===== config.mk =====
export PLATFORM = sky130hd
export DESIGN_NAME = scg_clock_control
export DESIGN_NICKNAME = d
export VERILOG_FILES = /design/src/shared/scg_pkg.sv /design/src/scg_clock_control.sv /design/src/scg_pin_sync.sv /design/src/scg_rate_divider.sv
export SDC_FILE = /design/constraint.sdc
export NUM_CORES = 1
export LEC_CHECK = 0
export ABC_AREA = 1
export BUFFER_PORTS_ARGS = -buffer_cell sky130_fd_sc_hd__buf_2
export CELL_PAD_IN_SITES_DETAIL_PLACEMENT = 0
export CELL_PAD_IN_SITES_GLOBAL_PLACEMENT = 1
export CORE_MARGIN = 4
export CORE_UTILIZATION = 23
export CTS_CLUSTER_DIAMETER = 120
export DETAILED_ROUTE_END_ITERATION = 6
export PLACE_DENSITY = 0.6
export SYNTH_ARGS = -nofsm -noshare
export SYNTH_HDL_FRONTEND = slang
export SYNTH_HIERARCHICAL = 1
export SYNTH_SLANG_ARGS = --single-unit

===== constraint.sdc =====
create_clock -name mclk -period 1.7 [get_ports mclk]
set_input_delay 0.255 -clock mclk [delete_from_list [all_inputs] [get_ports mclk]]
set_output_delay 0.255 -clock mclk [all_outputs]
set_load 0.005 [all_outputs]

===== src/shared/scg_pkg.sv =====
package scg_pkg;
    // ----------------------------------------------------------------
    // Register offsets
    // ----------------------------------------------------------------
    localparam logic [7:0] OFS_CRYSTAL_FREQUENCY_SELECT = 8'h1F;
    localparam logic [7:0] OFS_SYSTEM_CLOCK_CONFIG = 8'h84;
    localparam logic [7:0] OFS_CLOCK_ROUTE_CONTROL = 8'h85;
    localparam logic [7:0] OFS_MODULE_SWITCH_CONTROL = 8'hFE;

    // ----------------------------------------------------------------
    // Field positions
    // ----------------------------------------------------------------
    localparam int BIT_CRYSTAL_RATE_SELECT = 0;
    localparam int BIT_CONVERTER_POWER_DOWN = 0;
    localparam int BIT_SWITCH_RESERVED = 1;
    localparam int BIT_CRYSTAL_POWER_DOWN = 2;
    localparam int BIT_BROWNOUT_POWER_DOWN = 3;
    localparam int BIT_VOLTAGE_DETECTOR_POWER_DOWN = 4;
    localparam int BIT_TIMER_SOURCE_SELECT = 0;
    localparam int BIT_HALF_RATE_GATE_ENABLE = 1;

    // ----------------------------------------------------------------
    // Reset values
    // ----------------------------------------------------------------
    localparam logic RST_CRYSTAL_RATE_SELECT = 1'b0;
    localparam logic [1:0] RST_DIVIDER_SELECT = 2'h1;
    localparam logic RST_POWER_DOWN = 1'b1;
    localparam logic RST_TIMER_SOURCE_SELECT = 1'b0;
    localparam logic RST_HALF_RATE_GATE_ENABLE = 1'b1;
    localparam logic SWITCH_RESERVED_READ = 1'b1;

    // ----------------------------------------------------------------
    // Divider select codes and rates
    // ----------------------------------------------------------------
    typedef enum logic [1:0] {
        SCG_DIV_12MHZ = 2'b00,
        SCG_DIV_6MHZ = 2'b01,
        SCG_DIV_4MHZ = 2'b10,
        SCG_DIV_RESERVED = 2'b11
    } scg_divsel_type;

    localparam int MULT_FULL_RATE_MHZ = 48;
    localparam int MULT_HALF_RATE_MHZ = 24;
    localparam int HALF_RATE_RATIO = MULT_FULL_RATE_MHZ / MULT_HALF_RATE_MHZ;
    // System clock factors applied to the half-rate clock
    localparam logic [2:0] FACTOR_12MHZ = 3'h2;
    localparam logic [2:0] FACTOR_6MHZ = 3'h4;
    localparam logic [2:0] FACTOR_4MHZ = 3'h6;

    // Number of asynchronous clock pins sampled by this block
    localparam int PIN_COUNT = 3;
    localparam int PIN_LOW_SPEED_RC = 0;
    localparam int PIN_FAST_RC = 1;
    localparam int PIN_CRYSTAL = 2;
endpackage : scg_pkg


===== src/scg_clock_control.sv =====
module scg_clock_control
    import scg_pkg::*;
(
    input wire logic mclk,
    input wire logic resetn,
    // Register port
    input wire logic [7:0] regAddr,
    input wire logic [7:0] regWrData,
    input wire logic regWrite,
    input wire logic regRead,
    output logic [7:0] regRdData,
    // Clock sources
    input wire logic multiplierFullRateTick,
    input wire logic lowSpeedRcPin,
    input wire logic fastRcPin,
    input wire logic crystalPin,
    // Derived clock enables
    output logic multiplierFullRateClock,
    output logic multiplierHalfRateClock,
    output logic systemClockTick,
    output logic systemClockLevel,
    output logic watchdogClockTick,
    output logic ledClockTick,
    output logic timerClockTick,
    // Analog controls
    output logic crystalRateSelect,
    output logic crystalPowerDown,
    output logic voltageDetectorPowerDown,
    output logic brownoutDetectorPowerDown,
    output logic converterPowerDown
);
    // ----------------------------------------------------------------
    // Clocking scheme
    // ----------------------------------------------------------------
    // Every derived clock but systemClockLevel leaves as a one-cycle enable on mclk, so all
    // consumers share one domain and no gated clock tree is needed.
    // Oscillator pins are sampled, not used as clocks: each source must
    // stay longer than one mclk cycle high and low or edges are lost.
    // The divider reloads its factor only at a period wrap, so a new
    // code shows one more period at the old rate first.

    // ----------------------------------------------------------------
    // Register state
    // ----------------------------------------------------------------
    logic crystalRate_r;
    scg_divsel_type dividerSelect_r;
    logic timerSource_r;
    logic halfGateEnable_r;
    logic crystalOff_r;
    logic detectorOff_r;
    logic brownoutOff_r;
    logic converterOff_r;
    logic [7:0] rdData_nxt;

    // Divider and pin synchroniser results
    logic [PIN_COUNT-1:0] pinRise;
    logic halfTick;
    logic sysTick;
    logic sysLevel;
    logic [2:0] factor;
    logic crystalTick;

    // One write strobe per register
    logic wrCrystal;
    logic wrSystem;
    logic wrRoute;
    logic wrSwitch;

    // ----------------------------------------------------------------
    // Address decode
    // ----------------------------------------------------------------
    // Unmapped offsets match none, so their writes are dropped
    assign wrCrystal = regWrite && (regAddr == OFS_CRYSTAL_FREQUENCY_SELECT);
    assign wrSystem = regWrite && (regAddr == OFS_SYSTEM_CLOCK_CONFIG);
    assign wrRoute = regWrite && (regAddr == OFS_CLOCK_ROUTE_CONTROL);
    assign wrSwitch = regWrite && (regAddr == OFS_MODULE_SWITCH_CONTROL);

    // ----------------------------------------------------------------
    // Register writes
    // ----------------------------------------------------------------
    // Crystal rate bit, reset to 32768 Hz
    always_ff @(posedge mclk or negedge resetn) begin
        if (!resetn) begin
            crystalRate_r <= RST_CRYSTAL_RATE_SELECT;
        end else if (wrCrystal) begin
            crystalRate_r <= regWrData[BIT_CRYSTAL_RATE_SELECT];
        end
    end

    // A rejected code leaves the running rate untouched
    // Divider select; reserved code ignored to keep a legal rate
    always_ff @(posedge mclk or negedge resetn) begin
        if (!resetn) begin
            dividerSelect_r <= scg_divsel_type'(RST_DIVIDER_SELECT);
        end else if (wrSystem &&
                     (regWrData[1:0] != SCG_DIV_RESERVED)) begin
            dividerSelect_r <= scg_divsel_type'(regWrData[1:0]);
        end
    end

    // Timer source and half-rate gate control
    always_ff @(posedge mclk or negedge resetn) begin
        if (!resetn) begin
            timerSource_r <= RST_TIMER_SOURCE_SELECT;
            halfGateEnable_r <= RST_HALF_RATE_GATE_ENABLE;
        end else if (wrRoute) begin
            timerSource_r <= regWrData[BIT_TIMER_SOURCE_SELECT];
            halfGateEnable_r <= regWrData[BIT_HALF_RATE_GATE_ENABLE];
        end
    end

    // Crystal switch bit, off after reset
    always_ff @(posedge mclk or negedge resetn) begin
        if (!resetn) begin
            crystalOff_r <= RST_POWER_DOWN;
        end else if (wrSwitch) begin
            crystalOff_r <= regWrData[BIT_CRYSTAL_POWER_DOWN];
        end
    end

    always_ff @(posedge mclk or negedge resetn) begin
        if (!resetn) begin
            detectorOff_r <= RST_POWER_DOWN;
            brownoutOff_r <= RST_POWER_DOWN;
            converterOff_r <= RST_POWER_DOWN;
        end else if (wrSwitch) begin
            detectorOff_r <= regWrData[BIT_VOLTAGE_DETECTOR_POWER_DOWN];
            brownoutOff_r <= regWrData[BIT_BROWNOUT_POWER_DOWN];
            converterOff_r <= regWrData[BIT_CONVERTER_POWER_DOWN];
        end
    end

    // ----------------------------------------------------------------
    // Read path
    // ----------------------------------------------------------------
    // Read mux; unmapped and unused bits read as zero, reserved switch bit as one
    always_comb begin
        rdData_nxt = 8'h00;
        unique case (regAddr)
            OFS_CRYSTAL_FREQUENCY_SELECT: begin
                rdData_nxt[BIT_CRYSTAL_RATE_SELECT] = crystalRate_r;
            end
            OFS_SYSTEM_CLOCK_CONFIG: begin
                rdData_nxt[1:0] = dividerSelect_r;
            end
            OFS_CLOCK_ROUTE_CONTROL: begin
                rdData_nxt[BIT_TIMER_SOURCE_SELECT] = timerSource_r;
                rdData_nxt[BIT_HALF_RATE_GATE_ENABLE] = halfGateEnable_r;
            end
            OFS_MODULE_SWITCH_CONTROL: begin
                rdData_nxt[BIT_CONVERTER_POWER_DOWN] = converterOff_r;
                rdData_nxt[BIT_SWITCH_RESERVED] = SWITCH_RESERVED_READ;
                rdData_nxt[BIT_CRYSTAL_POWER_DOWN] = crystalOff_r;
                rdData_nxt[BIT_BROWNOUT_POWER_DOWN] = brownoutOff_r;
                rdData_nxt[BIT_VOLTAGE_DETECTOR_POWER_DOWN] = detectorOff_r;
            end
            default: begin
                rdData_nxt = 8'h00;
            end
        endcase
    end

    // Registered read costs a cycle but keeps decode glitches off the
    // bus; zero outside reads lets a master OR several slaves together
    // Data stand only in the cycle after the read strobe
    always_ff @(posedge mclk or negedge resetn) begin
        if (!resetn) begin
            regRdData <= 8'h00;
        end else begin
            regRdData <= regRead ? rdData_nxt : 8'h00;
        end
    end

    // ----------------------------------------------------------------
    // Clock division
    // ----------------------------------------------------------------
    // Default never taken: the write path rejects the reserved code
    // Code to factor of the half-rate clock
    always_comb begin
        unique case (dividerSelect_r)
            SCG_DIV_12MHZ: factor = FACTOR_12MHZ;
            SCG_DIV_6MHZ: factor = FACTOR_6MHZ;
            SCG_DIV_4MHZ: factor = FACTOR_4MHZ;
            default: factor = FACTOR_6MHZ;
        endcase
    end

    // All lower rates come from the full-rate tick
    scg_rate_divider uDivider (
        .mclk(mclk),
        .resetn(resetn),
        .fullTick(multiplierFullRateTick),
        .factor(factor),
        .halfTick(halfTick),
        .sysTick(sysTick),
        .sysLevel(sysLevel)
    );

    // ----------------------------------------------------------------
    // Asynchronous oscillator pins
    // ----------------------------------------------------------------
    // Pins packed in the order of the pin index constants
    scg_pin_sync uPinSync (
        .mclk(mclk),
        .resetn(resetn),
        .pinIn({crystalPin, fastRcPin, lowSpeedRcPin}),
        .pinRise(pinRise)
    );

    // Gated after the synchroniser, so edges already in flight are
    // dropped as soon as the power-down bit is set
    // Crystal edges blocked while the oscillator is off
    assign crystalTick = pinRise[PIN_CRYSTAL] & ~crystalOff_r;

    // ----------------------------------------------------------------
    // Clock routing, registered so outputs come from flip-flops
    // ----------------------------------------------------------------
    // Each enable is re-registered: one cycle later than its source,
    // but every output comes straight from a flip-flop
    // Full-rate clock passed straight to converter and flash
    always_ff @(posedge mclk or negedge resetn) begin
        if (!resetn) begin
            multiplierFullRateClock <= 1'b0;
        end else begin
            multiplierFullRateClock <= multiplierFullRateTick;
        end
    end

    // Gated half-rate clock for serial, flash and PWM
    always_ff @(posedge mclk or negedge resetn) begin
        if (!resetn) begin
            multiplierHalfRateClock <= 1'b0;
        end else begin
            multiplierHalfRateClock <= halfTick & halfGateEnable_r;
        end
    end

    // Tick and level leave together; the level rises two cycles after its tick
    // System clock enable and level
    always_ff @(posedge mclk or negedge resetn) begin
        if (!resetn) begin
            systemClockTick <= 1'b0;
            systemClockLevel <= 1'b1;
        end else begin
            systemClockTick <= sysTick;
            systemClockLevel <= sysLevel;
        end
    end

    // Watchdog keeps running whatever the timer source selects
    // Low-speed RC clock drives the watchdog
    always_ff @(posedge mclk or negedge resetn) begin
        if (!resetn) begin
            watchdogClockTick <= 1'b0;
        end else begin
            watchdogClockTick <= pinRise[PIN_LOW_SPEED_RC];
        end
    end

    // Fast RC oscillator clocks the LED drive
    always_ff @(posedge mclk or negedge resetn) begin
        if (!resetn) begin
            ledClockTick <= 1'b0;
        end else begin
            ledClockTick <= pinRise[PIN_FAST_RC];
        end
    end

    // A source switch takes effect at the next edge of the new input
    // Timer picks crystal or low-speed RC
    always_ff @(posedge mclk or negedge resetn) begin
        if (!resetn) begin
            timerClockTick <= 1'b0;
        end else begin
            timerClockTick <= timerSource_r ? crystalTick :
                              pinRise[PIN_LOW_SPEED_RC];
        end
    end

    // ----------------------------------------------------------------
    // Analog control outputs
    // ----------------------------------------------------------------
    // Levels leave straight from the register flops
    assign crystalRateSelect = crystalRate_r;
    assign crystalPowerDown = crystalOff_r;
    assign voltageDetectorPowerDown = detectorOff_r;
    assign brownoutDetectorPowerDown = brownoutOff_r;
    assign converterPowerDown = converterOff_r;
endmodule : scg_clock_control


===== src/scg_pin_sync.sv =====
module scg_pin_sync
    import scg_pkg::*;
(
    input wire logic mclk,
    input wire logic resetn,
    input wire logic [PIN_COUNT-1:0] pinIn,
    output logic [PIN_COUNT-1:0] pinRise
);
    // ----------------------------------------------------------------
    // Two-stage synchroniser and rising-edge detector per pin
    // ----------------------------------------------------------------
    logic [PIN_COUNT-1:0] stage1_r;
    logic [PIN_COUNT-1:0] stage2_r;
    logic [PIN_COUNT-1:0] stage3_r;

    genvar g;
    generate
        for (g = 0; g < PIN_COUNT; g++) begin : gPin
            // Stage one feeds only stage two
            always_ff @(posedge mclk or negedge resetn) begin
                if (!resetn) begin
                    stage1_r[g] <= 1'b0;
                    stage2_r[g] <= 1'b0;
                    stage3_r[g] <= 1'b0;
                    pinRise[g] <= 1'b0;
                end else begin
                    stage1_r[g] <= pinIn[g];
                    stage2_r[g] <= stage1_r[g];
                    stage3_r[g] <= stage2_r[g];
                    pinRise[g] <= stage2_r[g] & ~stage3_r[g];
                end
            end
        end
    endgenerate
endmodule : scg_pin_sync


===== src/scg_rate_divider.sv =====
module scg_rate_divider
    import scg_pkg::*;
(
    input wire logic mclk,
    input wire logic resetn,
    input wire logic fullTick,
    input wire logic [2:0] factor,
    output logic halfTick,
    output logic sysTick,
    output logic sysLevel
);
    // ----------------------------------------------------------------
    // Half-rate phase from the full-rate tick
    // ----------------------------------------------------------------
    localparam logic [1:0] HALF_LAST = 2'(HALF_RATE_RATIO - 1);
    logic [1:0] halfCount_r;
    logic [2:0] count_r;
    logic [2:0] factor_r;
    logic wrap;

    always_ff @(posedge mclk or negedge resetn) begin
        if (!resetn) begin
            halfCount_r <= 2'h0;
        end else if (fullTick) begin
            halfCount_r <= (halfCount_r == HALF_LAST) ? 2'h0 :
                           2'(halfCount_r + 2'h1);
        end
    end

    assign halfTick = fullTick && (halfCount_r == HALF_LAST);

    // ----------------------------------------------------------------
    // System period counter
    // ----------------------------------------------------------------
    assign wrap = halfTick && (count_r == 3'(factor_r - 3'h1));

    // Factor loaded only at wrap, so no short pulse
    always_ff @(posedge mclk or negedge resetn) begin
        if (!resetn) begin
            count_r <= 3'h0;
            factor_r <= FACTOR_6MHZ;
        end else if (wrap) begin
            count_r <= 3'h0;
            factor_r <= factor;
        end else if (halfTick) begin
            count_r <= 3'(count_r + 3'h1);
        end
    end

    // High for first half of the selected period
    always_ff @(posedge mclk or negedge resetn) begin
        if (!resetn) begin
            sysLevel <= 1'b1;
        end else begin
            sysLevel <= count_r < (factor_r >> 1);
        end
    end

    assign sysTick = wrap;
endmodule : scg_rate_divider


==> impl_metrics.json <==
{
  "outcome": "finished, final reports clean",
  "drc": 0,
  "routedWlPerCell_microns": 10.0,
  "skew_ns": 0.00697,
  "maxSlewViolCount": 0,
  "die_h_microns": 98.3,
  "p_int_w": 0.00186,
  "crit_arrival_ns": 1.63,
  "fin_crit_ns": 1.44,
  "endpoint": "uDivider/factor_r[1]",
  "worstPathRequired_ns": 1.89,
  "reg2reg_depth": 8,
  "ys_seq_area_share_pct": 56.6,
  "yosysWarnings": 6,
  "core_sq_um": 7850,
  "netlist_instances": 197,
  "cts_resized": 0,
  "critPathCaptureType": "register",
  "cap_violations": 0,
  "holdCritPathClass": "in2reg",
  "drt-initial-drc-count": 59,
  "cts_hold_repair.buffers": 1,
  "groute.usage.overall_pct": 7.70,
  "rows": 32,
  "finalHoldViolCount": 0,
  "drt_wl_total_microns": 3470,
  "p_switching_w": 0.000897,
  "ys_types": 27,
  "nets": 270,
  "fillCellCount": 862,
  "fin_setup_tns_ns": 0,
  "clk_pin_slew_worst_paths_ns": 0.09,
  "syn_area_sq_um": 1880,
  "fmax_mhz": 694,
  "rr_endpoint": "uDivider/factor_r[1]",
  "vdd_drop_max_mv": 0.433,
  "yosysTopAreaCell": "dfrtp_1",
  "initial_core_util_pct": 23.9,
  "cts_buffer_depth": 2,
  "post_cts_buffers": 0,
  "clock_sink_count": 42,
  "instances_no_fill": 346,
  "place_congestion": 0.756,
  "vias_per_cell": 3.84,
  "p_seq_share_pct": 45.2,
  "crit_type": "reg2reg",
  "grt_overflow": 0,
  "diodes": 0,
  "portBuffers": 37,
  "antenna_found_initial": 0,
  "place_ws_ns": 0.277,
  "die_area_sq_um": 9670,
  "final_util_pct": 29.6,
  "power.clock.fraction_pct": 28.8,
  "synthFlopType": "dfrtp_1",
  "hpwl_microns": 2770,
  "layout-drive-gt1-share_pct": 34.0,
  "worstSkewPairLatency_ns": 0.29,
  "synth.top_cells.by_area": "dfrtp_1 (44%), dfstp_2 (13%), nand2_1 (9.2%), inv_1 (6.2%), nand3_1 (4.8%)",
  "die_w_microns": 98.3,
  "setup_viol": 0,
  "dpl.cell_count": 337,
  "cp_max_fo": 4,
  "synthArstFlopShare_pct": 100,
  "drtAntennaViolNets": 0,
  "rsz0062_at_grt": "no",
  "worstSetupStartpoint": "uDivider/factor_r[0]",
  "rr_startpoint": "uDivider/factor_r[0]",
  "grt_max_degree": 26,
  "grt_pass1_vias": 1316,
  "area_growth_pct": 23.7,
  "synth_enable_flop_cells": 0,
  "yosysMostFrequentCell": "nand2_1",
  "reg2reg_setup_slack_ns": 0.26,
  "vias": 1329,
  "cp-start-kind": "register",
  "pwr-share-comb_pct": 26.0,
  "power_leakage_nw": 1.24,
  "p_per_area_nw_per_um2": 1190,
  "layout_setup_ws_ns": 0.260,
  "switching_share_pct": 32.6,
  "synth-seq-cells": 42,
  "grt_pass1_wl_microns": 6020,
  "postSynthAreaPerCell_sq_um": 9.53,
  "cts_buffers": 5,
  "dr.pass1.iters": 4,
  "netlist_top_cells_count": "nand2_1 (46), dfrtp_1 (33), inv_1 (31)",
  "cts-htree-levels": 2,
  "io_pins": 44,
  "fin_crit_sh_pct": 84.7,
  "clock-root-buffer": "clkbuf_8",
  "cts_tree": "done",
  "synth_top_area_share_pct": 44.0
}
[kinds of logic after synthesis]
logic type	after synthesis	share of synthesized area, %
AND/OR/NAND/NOR	101	28.9
flip-flops	42	56.6
buffers and inverters	38	8.47
AO/OA/AOI/OAI	10	2.93
adder cells (fa/ha/maj)	3	2.00
XOR/XNOR	2	0.934
other	1	0.200
[worst max-delay path: stages (launching register included)]
cell and delay (ns):
dfrtp_1 0.40, inv_1 0.07, ha_1 0.30, nand2_1 0.08, nand2_2 0.09, nor2_4 0.14
nand3_2 0.12, nand2_1 0.07, nand2_1 0.04
[power by group through the flow]
| stage | combinational (W) | sequential [W] | clock, W |
|---|---|---|---|
| 4_1_cts | 0.000733 | 0.00125 | 0.000837 |
| 2_1_floorplan | 0.000560 | 0.00125 | 0 |
| 3_5_place_dp | 0.000724 | 0.00127 | 0 |
| 3_3_place_gp | 0.000716 | 0.00127 | 0 |
| 6_report | 0.000716 | 0.00125 | 0.000793 |
| 5_1_grt | 0.000839 | 0.00127 | 0.000867 |
[cell usage in the layout, fill, tap and decap left out, types with 4 or more instances in the layout]
cell | netlist | routed
o21ai_1 | 5 | 5
nand3_1 | 18 | 18
inv_1 | 31 | 31
dfstp_2 | 9 | 9
nor2_2 | 7 | 7
nor2_1 | 8 | 8
dfrtp_1 | 33 | 33
buf_2 | 0 | 37
conb_1 | 1 | 4
nand2_1 | 46 | 46
nor2_4 | 4 | 4
clkbuf_8 | 0 | 5
nand2_2 | 4 | 4
[area by class of cell]
type | count | area [sq um] | share of cell area, %
Multi-Input combinational cell | 120 | 667 | 28.7
Inverter | 35 | 136 | 5.88
Clock inverter | 3 | 43.8 | 1.89
Timing Repair Buffer | 39 | 215 | 9.27
Tap cell | 102 | 128 | 5.50
Clock buffer | 5 | 68.8 | 2.96
Sequential cell | 42 | 1060 | 45.8
[how the worst min path moves through the flow]
stage,from,cells after the start,endpoint
final,fastRcPin,1,uPinSync/stage1_r[1]
after global routing,lowSpeedRcPin,1,uPinSync/stage1_r[0]
after CTS,fastRcPin,1,uPinSync/stage1_r[1]
after detailed placement,resetn,1,uPinSync/stage3_r[1]
after global placement,resetn,1,uPinSync/stage3_r[1]
after floorplan,resetn,0,crystalRateSelect
[registers in the layout, indices dropped and copies added, names as in the netlist, 2 cells and up]
name / flops
uDivider/factor_r: 3
uDivider/count_r: 3
uPinSync/pinRise: 3
uPinSync/stage1_r: 3
uPinSync/stage3_r: 3
uDivider/halfCount_r: 2
regRdData: 5
uPinSync/stage2_r: 3
dividerSelect_r: 2
[metal layers]
| metal | up-vias | GRT usage (%) | share of wire [%] |
|---|---|---|---|
| li1 | 690 | - | - |
| met5 | - | 0 | 0 |
| met1 | 600 | 9.74 | 46 |
| met3 | 5 | 2.93 | 7.8 |
| met4 | 0 | 3.15 | 1.5 |
| met2 | 34 | 11.8 | 45 |
[stage by stage]
step / total power, W / area [sq um] / hold WS, ns
final: 0.00275 / 2320 / 0.0610
after global routing: 0.00297 / 2320 / 0.0413
after CTS: 0.00282 / 2320 / 0.0445
after detailed placement: 0.00199 / 2200 / 0.217
after global placement: 0.00198 / 2200 / 0.220
after floorplan: 0.00181 / 1890 / -0.0406
Power figures use the tool's default switching activity.
